**src/hw/shift_out_consts.svh**
```systemverilog
// timing and option constants for the serial shift-out engine
`ifndef SHIFT_OUT_CONSTS_SVH
`define SHIFT_OUT_CONSTS_SVH
`define CLK_PERIOD_PS      32'd5000
`define CYCLES_PER_US      32'd200
`define NOP_TIME_PS        32'd5000
`define DEF_HALF_CYCLES    ((2 * `NOP_TIME_PS + `CLK_PERIOD_PS - 1) / `CLK_PERIOD_PS)
`define OPT_LSB_BIT        1
`define OPT_RISE_BIT       0
`define SIZE_BYTE          2'h0
`define SIZE_WORD          2'h1
`define SIZE_LONG          2'h2
`define BITS_BYTE          7'h08
`define BITS_WORD          7'h10
`define BITS_LONG          7'h20
`endif

```
**src/hw/shift_out_pkg.sv**
```systemverilog
// types for the serial shift-out engine
package shift_out_pkg;
	typedef enum logic [1:0] {
		SIZE_8  = 2'h0,
		SIZE_16 = 2'h1,
		SIZE_32 = 2'h2
	} src_size_e;
	typedef enum {
		ST_IDLE,
		ST_SETUP,
		ST_LEAD,
		ST_TRAIL
	} shift_state_e;
endpackage

```
**src/hw/shift_out.sv**
```systemverilog
// serial shift-out engine: sends a word on a data pin with a generated clock
// Overview of operation
// - two-bit option picks bit order (msb/lsb) and active clock edge (fall/rise)
// - without explicit count, send 8, 16 or 32 bits by source size
// - an explicit bit count replaces the default width, clamped to 1 up to the word width
// - half period defaults to two idle instruction times, else programmed microseconds
// - clock pin goes to its idle level before the first bit
// - bits of the word leave on the data pin; clock made here
// - idle clock low for rising options, high for falling; returns after
`timescale 1ns/1ps
`include "shift_out_consts.svh"
module shift_out
	import shift_out_pkg::*;
#(
	parameter int DATA_W  = 32,
	parameter int DELAY_W = 16
) (
	// clock and reset
	input  wire logic                   clk_sys_in,
	input  wire logic                   sys_rst_in,
	// request stream
	input  wire logic                   req_valid_in,
	output logic                        req_ready_out,
	input  wire logic [DATA_W-1:0]      req_data_in,
	input  wire logic [1:0]             req_option_in,
	input  wire shift_out_pkg::src_size_e req_size_in,
	input  wire logic                   req_bits_en_in,
	input  wire logic [6:0]             req_bits_in,
	input  wire logic                   req_delay_en_in,
	input  wire logic [DELAY_W-1:0]     req_delay_us_in,
	// serial pins
	output logic                        sdata_out,
	output logic                        sclk_out,
	// status
	output logic                        busy_out,
	output logic                        done_out
);
	import shift_out_pkg::*;

	localparam int REQ_W = DATA_W + 2 + 2 + 1 + 7 + 1 + DELAY_W;
	localparam int CNT_W = DELAY_W + 8;

	wire [REQ_W-1:0] req_word = {req_data_in, req_option_in, req_size_in, req_bits_en_in,
		req_bits_in, req_delay_en_in, req_delay_us_in};
	logic             q_valid;
	logic             q_ready;
	logic [REQ_W-1:0] q_word;

	shift_out_buf #(
		.WIDTH(REQ_W)
	) u_buf (
		.clk_sys_in   (clk_sys_in),
		.sys_rst_in   (sys_rst_in),
		.in_valid_in  (req_valid_in),
		.in_ready_out (req_ready_out),
		.in_data_in   (req_word),
		.out_valid_out(q_valid),
		.out_ready_in (q_ready),
		.out_data_out (q_word)
	);

	// unpack the queued request
	wire [DATA_W-1:0]  q_data     = q_word[REQ_W-1 -: DATA_W];
	wire [1:0]         q_option   = q_word[DELAY_W+11 +: 2];
	wire [1:0]         q_size     = q_word[DELAY_W+9 +: 2];
	wire               q_bits_en  = q_word[DELAY_W+8];
	wire [6:0]         q_bits     = q_word[DELAY_W+1 +: 7];
	wire               q_delay_en = q_word[DELAY_W];
	wire [DELAY_W-1:0] q_delay    = q_word[DELAY_W-1:0];

	wire [6:0] dflt_bits = (q_size == `SIZE_BYTE) ? `BITS_BYTE :
		(q_size == `SIZE_WORD) ? `BITS_WORD : `BITS_LONG;
	// a count of zero or beyond the word width is clamped to keep the engine sane
	wire [6:0] raw_bits  = q_bits_en ? q_bits : dflt_bits;
	wire [6:0] max_bits  = 7'(DATA_W);
	wire [6:0] use_bits  = (raw_bits == 7'h00) ? 7'h01 :
		(raw_bits > max_bits) ? max_bits : raw_bits;
	wire [CNT_W-1:0] us_cycles = CNT_W'(q_delay) * CNT_W'(`CYCLES_PER_US);
	wire [CNT_W-1:0] half_cyc  = (q_delay_en && q_delay != '0) ? us_cycles
		: CNT_W'(`DEF_HALF_CYCLES);
	wire             q_lsb     = q_option[`OPT_LSB_BIT];
	wire             q_rise    = q_option[`OPT_RISE_BIT];
	// msb-first starts from the top of the selected count
	wire [DATA_W-1:0] aligned  = q_lsb ? q_data
		: (q_data << (7'(DATA_W) - use_bits));

	shift_state_e     state_ff;
	logic [DATA_W-1:0] shreg_ff;
	logic              lsb_ff;
	logic              idle_lvl_ff;
	logic [6:0]        left_ff;
	logic [CNT_W-1:0]  half_ff;
	logic [CNT_W-1:0]  tmr_ff;
	logic              sdata_ff;
	logic              sclk_ff;
	logic              done_ff;

	wire tmr_end  = (tmr_ff == CNT_W'(1));
	wire last_bit = (left_ff == 7'h01);
	wire cur_bit  = lsb_ff ? shreg_ff[0] : shreg_ff[DATA_W-1];
	assign q_ready  = (state_ff == ST_IDLE);
	assign sdata_out = sdata_ff;
	assign sclk_out  = sclk_ff;
	assign busy_out  = (state_ff != ST_IDLE);
	assign done_out  = done_ff;

	always_ff @(posedge clk_sys_in or posedge sys_rst_in)
	begin
		if (sys_rst_in)
		begin
			state_ff    <= ST_IDLE;
			shreg_ff    <= '0;
			lsb_ff      <= 1'b0;
			idle_lvl_ff <= 1'b1;
			left_ff     <= 7'h00;
			half_ff     <= '0;
			tmr_ff      <= '0;
			sdata_ff    <= 1'b0;
			sclk_ff     <= 1'b1;
			done_ff     <= 1'b0;
		end
		else
		begin
			done_ff <= 1'b0;
			case (state_ff)
				ST_IDLE:
				begin
					if (q_valid)
					begin
						shreg_ff    <= aligned;
						lsb_ff      <= q_lsb;
						idle_lvl_ff <= ~q_rise;
						sclk_ff     <= ~q_rise;
						left_ff     <= use_bits;
						half_ff     <= half_cyc;
						tmr_ff      <= half_cyc;
						state_ff    <= ST_SETUP;
					end
				end
				ST_SETUP:
				begin
					// first bit placed one half period less one cycle ahead of the active edge
					sdata_ff <= cur_bit;
					if (tmr_end)
					begin
						sclk_ff  <= ~idle_lvl_ff;
						tmr_ff   <= half_ff;
						state_ff <= ST_LEAD;
					end
					else
						tmr_ff <= tmr_ff - CNT_W'(1);
				end
				ST_LEAD:
				begin
					if (tmr_end)
					begin
						sclk_ff  <= idle_lvl_ff;
						tmr_ff   <= half_ff;
						state_ff <= ST_TRAIL;
					end
					else
						tmr_ff <= tmr_ff - CNT_W'(1);
				end
				ST_TRAIL:
				begin
					if (tmr_end)
					begin
						if (last_bit)
						begin
							done_ff  <= 1'b1;
							state_ff <= ST_IDLE;
						end
						else
						begin
							// data changes only while clock sits idle
							shreg_ff <= lsb_ff ? (shreg_ff >> 1) : (shreg_ff << 1);
							left_ff  <= left_ff - 7'h01;
							tmr_ff   <= half_ff;
							state_ff <= ST_SETUP;
						end
					end
					else
						tmr_ff <= tmr_ff - CNT_W'(1);
				end
				default:
					state_ff <= ST_IDLE;
			endcase
		end
	end
endmodule

```
**src/hw/shift_out_buf.sv**
```systemverilog
// two-entry valid/ready buffer for transfer requests
`timescale 1ns/1ps
module shift_out_buf #(
	parameter int WIDTH = 8
) (
	// clock and reset
	input  wire logic             clk_sys_in,
	input  wire logic             sys_rst_in,
	// fill side
	input  wire logic             in_valid_in,
	output logic                  in_ready_out,
	input  wire logic [WIDTH-1:0] in_data_in,
	// drain side
	output logic                  out_valid_out,
	input  wire logic             out_ready_in,
	output logic [WIDTH-1:0]      out_data_out
);
	logic [WIDTH-1:0] mem_ff [2];
	logic             wr_ptr_ff;
	logic             rd_ptr_ff;
	logic [1:0]       count_ff;
	wire              do_wr = in_valid_in && in_ready_out;
	wire              do_rd = out_valid_out && out_ready_in;
	wire [1:0]        nxt_count = count_ff + {1'b0, do_wr} - {1'b0, do_rd};

	assign in_ready_out  = (count_ff != 2'h2);
	assign out_valid_out = (count_ff != 2'h0);
	assign out_data_out  = mem_ff[rd_ptr_ff];

	always_ff @(posedge clk_sys_in or posedge sys_rst_in)
	begin
		if (sys_rst_in)
		begin
			wr_ptr_ff <= 1'b0;
			rd_ptr_ff <= 1'b0;
			count_ff  <= 2'h0;
		end
		else
		begin
			wr_ptr_ff <= wr_ptr_ff ^ do_wr;
			rd_ptr_ff <= rd_ptr_ff ^ do_rd;
			count_ff  <= nxt_count;
		end
	end

	always_ff @(posedge clk_sys_in)
	begin
		if (do_wr)
			mem_ff[wr_ptr_ff] <= in_data_in;
	end
endmodule

```
**config.mk**
```make
export PLATFORM = sky130hd
export DESIGN_NAME = shift_out
export DESIGN_NICKNAME = d
export VERILOG_FILES = /design/src/hw/shift_out_pkg.sv /design/src/hw/shift_out.sv /design/src/hw/shift_out_buf.sv
export VERILOG_INCLUDE_DIRS = /design/src /design/src/hw
export SDC_FILE = /design/constraint.sdc
export NUM_CORES = 1
export LEC_CHECK = 0
export ABC_CLOCK_PERIOD_IN_PS = 12500
export BUFFER_PORTS_ARGS = -buffer_cell sky130_fd_sc_hd__buf_2
export CORE_ASPECT_RATIO = 1.1
export CORE_MARGIN = 3
export CORE_UTILIZATION = 60
export CTS_CLUSTER_SIZE = 16
export DETAILED_ROUTE_END_ITERATION = 8
export MAX_ROUTING_LAYER = met4
export PLACE_DENSITY = 0.77
export SLEW_MARGIN = 10
export SYNTH_ARGS = -nofsm -noshare
export SYNTH_HDL_FRONTEND = slang
export SYNTH_HIERARCHICAL = 1
export SYNTH_SLANG_ARGS = --single-unit
```
**constraint.sdc**
```tcl
create_clock -name clk_sys_in -period 12.5 [get_ports clk_sys_in]
set_input_delay 2.5 -clock clk_sys_in [delete_from_list [all_inputs] [get_ports clk_sys_in]]
set_output_delay 2.5 -clock clk_sys_in [all_outputs]
set_load 0.02 [all_outputs]
```
==> run summary <==
- **largest net degree at the start of global routing** 63
- **number of warnings printed during yosys synthesis** 6
- **maximum fanout encountered on the critical timing path** 62
- **Syn Inst Count** 1,282
- **proportion of layout cells with a drive suffix above 1** 18.4%
- **global-route wire length before repair** 55.5 mm
- **type of origin of the critical path** flip-flop
- **capturing element type of the critical path** flip-flop
- **full die area** 24,700 um^2
- **Pre-Repair DR Iteration Count** 5
- **post-place setup slack** 6.50 ns
- **GRT overflow** 0
- **CTS H-Tree Depth** 1
- **RSZ-0062 raised after global routing** false
- **width of the chip** 150 um
- **share of synthesized cell area in full adder, half adder and majority cells** 8.26%
- **clk sinks** 218
- **starting density of the core** 61.6%
- **library cell used as clock root buffer** sky130_fd_sc_hd__clkbuf_16
- **number of hold violations in the final report** 0
- **average footprint of a synthesized cell** 10.7 um^2
- **critical path launch point** u_buf/rd_ptr_ff$_DFF_PP0_
- **number of unique standard cell types used by synthesis** 82
- **clk buf depth** 3
- **reg-to-reg critical path startpoint** u_buf/rd_ptr_ff$_DFF_PP0_
- **maximum operating frequency** 166 MHz
- **final worst-path setup slack** 6.46 ns
- **post-synthesis net count** 1,430
- **Max transition margin** 32.8%
- **number of placement rows** 57
- **worst reg-to-reg path cell count** 13
- **cell type contributing the most total cell area after synthesis** sky130_fd_sc_hd__edfxtp_1
- **diode insertion count for antenna repair** 0
- **dominant register cell in the synthesized netlist** sky130_fd_sc_hd__edfxtp_1
- **slack of the worst reg-to-reg path** 6.46 ns
- **Async S/R FF share, synth** 44.0%
- **HP Start** half_ff[9]$_DFFE_PP0P_
- **share of the synthesized area in compound gates (AO/OA/AOI/OAI)** 14.0%
- **slowest stage cell, crit path** sky130_fd_sc_hd__xnor2_4
- **delay of the slowest cell on the worst path** 0.86 ns
- **post-DR vias/cell** 6.41
- **Yosys reg bits** 218
- **clock insertion delay at the later pin of the skew report** 0.53 ns
- **total of endpoints with negative setup slack in the final report** 0
- **Final min period** 6.04 ns
- **TritonCTS clock tree** yes
- **Port Buffer Count** 68
- **count of routing violations after the opening detailed-route iteration** 1,134
- **TritonCTS Buffers** 24
- **Synth Area in XOR/XNOR** 2.24%
- **main combinational cell family by area after synthesis** multiplexers
- **most frequently used cell type in the post-synthesis netlist** sky130_fd_sc_hd__nand2_1
- **overall via count from detail_route** 10,500
- **chip height** 165 um
- **GP Congestion** 0.991
- **number of nets in the finished design** 1,472
- **Setup Buffers After CTS** 0
- **Avg WL per Cell** 21.3 um
- **Crit Path Class** reg -> reg
- **Floorplan Core Area** 22,300 um^2
- **data arrival time of the worst path** 6.48 ns
- **part of the Yosys area used for sequential elements** 44.2%
- **simple-gate share of the synthesized area** 11.7%
- **synth cell count leaders** sky130_fd_sc_hd__nand2_1, sky130_fd_sc_hd__edfxtp_1, sky130_fd_sc_hd__dfrtp_1
- **via count of the first global-routing pass** 9,968
- **area share of the largest cell type after synthesis** 26.7%
- **WL final** 34.8 mm
- **clock input transition at the sequential cells of the worst setup and hold paths** 0.06 ns
- **required time at the endpoint of the critical path** 12.94 ns
- **MaxCap Viol Count** 0
- **endpoint of the worst hold-timing path** half_ff[9]$_DFFE_PP0P_
- **Total Negative Setup Slacks** 0 ns
- **endpoint of the most critical register-to-register path** shreg_ff[15]$_DFFE_PP0P_
- **number of inserted filler cells in the final layout** 1,754
- **final clock period utilization by the worst path** 48.3%
- **total I/O pin count** 69
- **largest cells by area after synthesis** sky130_fd_sc_hd__edfxtp_1, sky130_fd_sc_hd__dfrtp_1, sky130_fd_sc_hd__ha_1
- **number of placed cells counting well taps** 1,593
- **GRT Total Usage** 29.4%
- **number of remaining DRC errors** 0
- **HPWL reported at the end of detailed placement** 24.3 mm
- **number of pins with negative max-slew slack in the final report** 0
- **total standard cell area after synthesis** 13,700 um^2
- **Non-Filler Instances** 1,634
- **post-layout utilization of the core** 67.5%
- **cells along the critical path** buf_4 -> mux2_2 -> nor3b_2 -> o21a_2 -> buf_4 -> clkinv_1 -> ha_1 -> xnor2_4 -> mux2i_1 -> mux4_2 -> or3_1 -> o21a_1 -> o31ai_1
- **number of antenna violations at the first check in global routing** 0
- **Most Frequent Cell on Critical Path** sky130_fd_sc_hd__buf_4
- **status** finished clean
- **hold crit path type** reg -> reg
- **number of nets with antenna violations after detailed routing** 0
- **hold buffers post-CTS** 0
- **post-cts gate resize count** 0
- **relative area change from synthesis to final layout** 9.44%
- **multiplexer area fraction after synthesis** 14.8%
- **slew of the pin with the lowest slew margin** 0.996 ns
- **number of flops mapped to enable cells by yosys** 122
- **Worst Clk Skew** 0.0139 ns
- **worst hold stages** 2
## critical path: cells and delay by family (launching register included)
family | cells | cell delay, ns
mux | 3 | 1.22
simple gates | 2 | 0.73
compound gates | 3 | 0.56
fa+ha+maj | 1 | 0.50
xor+xnor | 1 | 0.86
flops | 1 | 0.34
buf+inv | 3 | 1.66
## sequential cells by signal (all words and copies together) (netlist names)
name             flops
done_out             1
u_buf/mem_ff       122
tmr_ff              24
left_ff              7
shreg_ff            32
lsb_ff               1
u_buf/count_ff       2
sclk_out             1
idle_lvl_ff          1
u_buf/wr_ptr_ff      1
sdata_out            1
state_ff             2
u_buf/rd_ptr_ff      1
half_ff             22
## logic make-up (layout without fill, tap and decap cells)
kind of cell / count (synthesis) / in the layout
muxes: 159 / 159
and+or+nand+nor: 339 / 339
xor gates and xnor gates: 33 / 33
adders and majority gates: 84 / 84
buffers and inverters: 151 / 208
AOI/OAI and AO/OA: 298 / 298
DFF: 218 / 218
## metal layers
layer | part of all wire (%) | up-vias | GRT usage, %
met3 | 8.9 | 56 | 5.43
met2 | 43 | 460 | 41.5
met1 | 46 | 5099 | 44.4
li1 | - | 4860 | -
met4 | 2.0 | 0 | 7.03
met5 | 0 | - | -
## placed cells by master (no fill, tap or decap), types with 11 or more instances in the layout
cell type	netlist	final
sky130_fd_sc_hd__mux4_2	28	28
sky130_fd_sc_hd__buf_4	3	18
sky130_fd_sc_hd__a22oi_1	11	11
sky130_fd_sc_hd__xnor2_1	19	19
sky130_fd_sc_hd__a211oi_1	21	21
sky130_fd_sc_hd__mux2_2	69	69
sky130_fd_sc_hd__clkbuf_16	0	25
sky130_fd_sc_hd__buf_2	11	68
sky130_fd_sc_hd__inv_1	79	78
sky130_fd_sc_hd__a21oi_1	61	61
sky130_fd_sc_hd__xor2_1	13	12
sky130_fd_sc_hd__ha_1	73	72
sky130_fd_sc_hd__fa_1	11	11
sky130_fd_sc_hd__a31oi_1	23	23
sky130_fd_sc_hd__nor2_1	89	89
sky130_fd_sc_hd__nor3_1	20	20
sky130_fd_sc_hd__edfxtp_1	122	122
sky130_fd_sc_hd__nand3_1	37	37
sky130_fd_sc_hd__nand2_1	123	123
sky130_fd_sc_hd__mux2i_1	62	62
sky130_fd_sc_hd__dfrtp_1	94	93
sky130_fd_sc_hd__o31ai_1	15	15
sky130_fd_sc_hd__o21ai_0	81	81
sky130_fd_sc_hd__or3_1	11	11
## worst max path at each step
stage                                           to  slack [ns]  cells past startpoint
after global placement    shreg_ff[15]$_DFFE_PP0P_        6.66                     13
after floorplan                 done_out$_DFF_PP0_        7.61                      1
after detailed placement  shreg_ff[15]$_DFFE_PP0P_        6.50                     13
after global routing      shreg_ff[15]$_DFFE_PP0P_        6.06                     13
after CTS                 shreg_ff[15]$_DFFE_PP0P_        6.49                     13
final                     shreg_ff[15]$_DFFE_PP0P_        6.46                     13
## stage by stage
stage          hold WS (ns)  instance area, um^2
6_report              0.479                15000
5_1_grt               0.501                15000
4_1_cts               0.484                15000
3_5_place_dp          0.469                14200
3_3_place_gp          0.460                14200
2_1_floorplan         0.443                13700
## final cells by class
cell class | count | area [um^2] | share of cell area (%)
multi-input cells | 913 | 7010 | 46.7
flip-flops and latches | 218 | 6070 | 40.4
clock buffers | 25 | 626 | 4.17
repair buffers | 86 | 475 | 3.17
well taps | 295 | 369 | 2.46
inverters | 81 | 305 | 2.03
clock inverters | 16 | 158 | 1.05
Power is not shown: default switching activity piles up to over one toggle a cycle in this logic, so the estimate is an artifact.
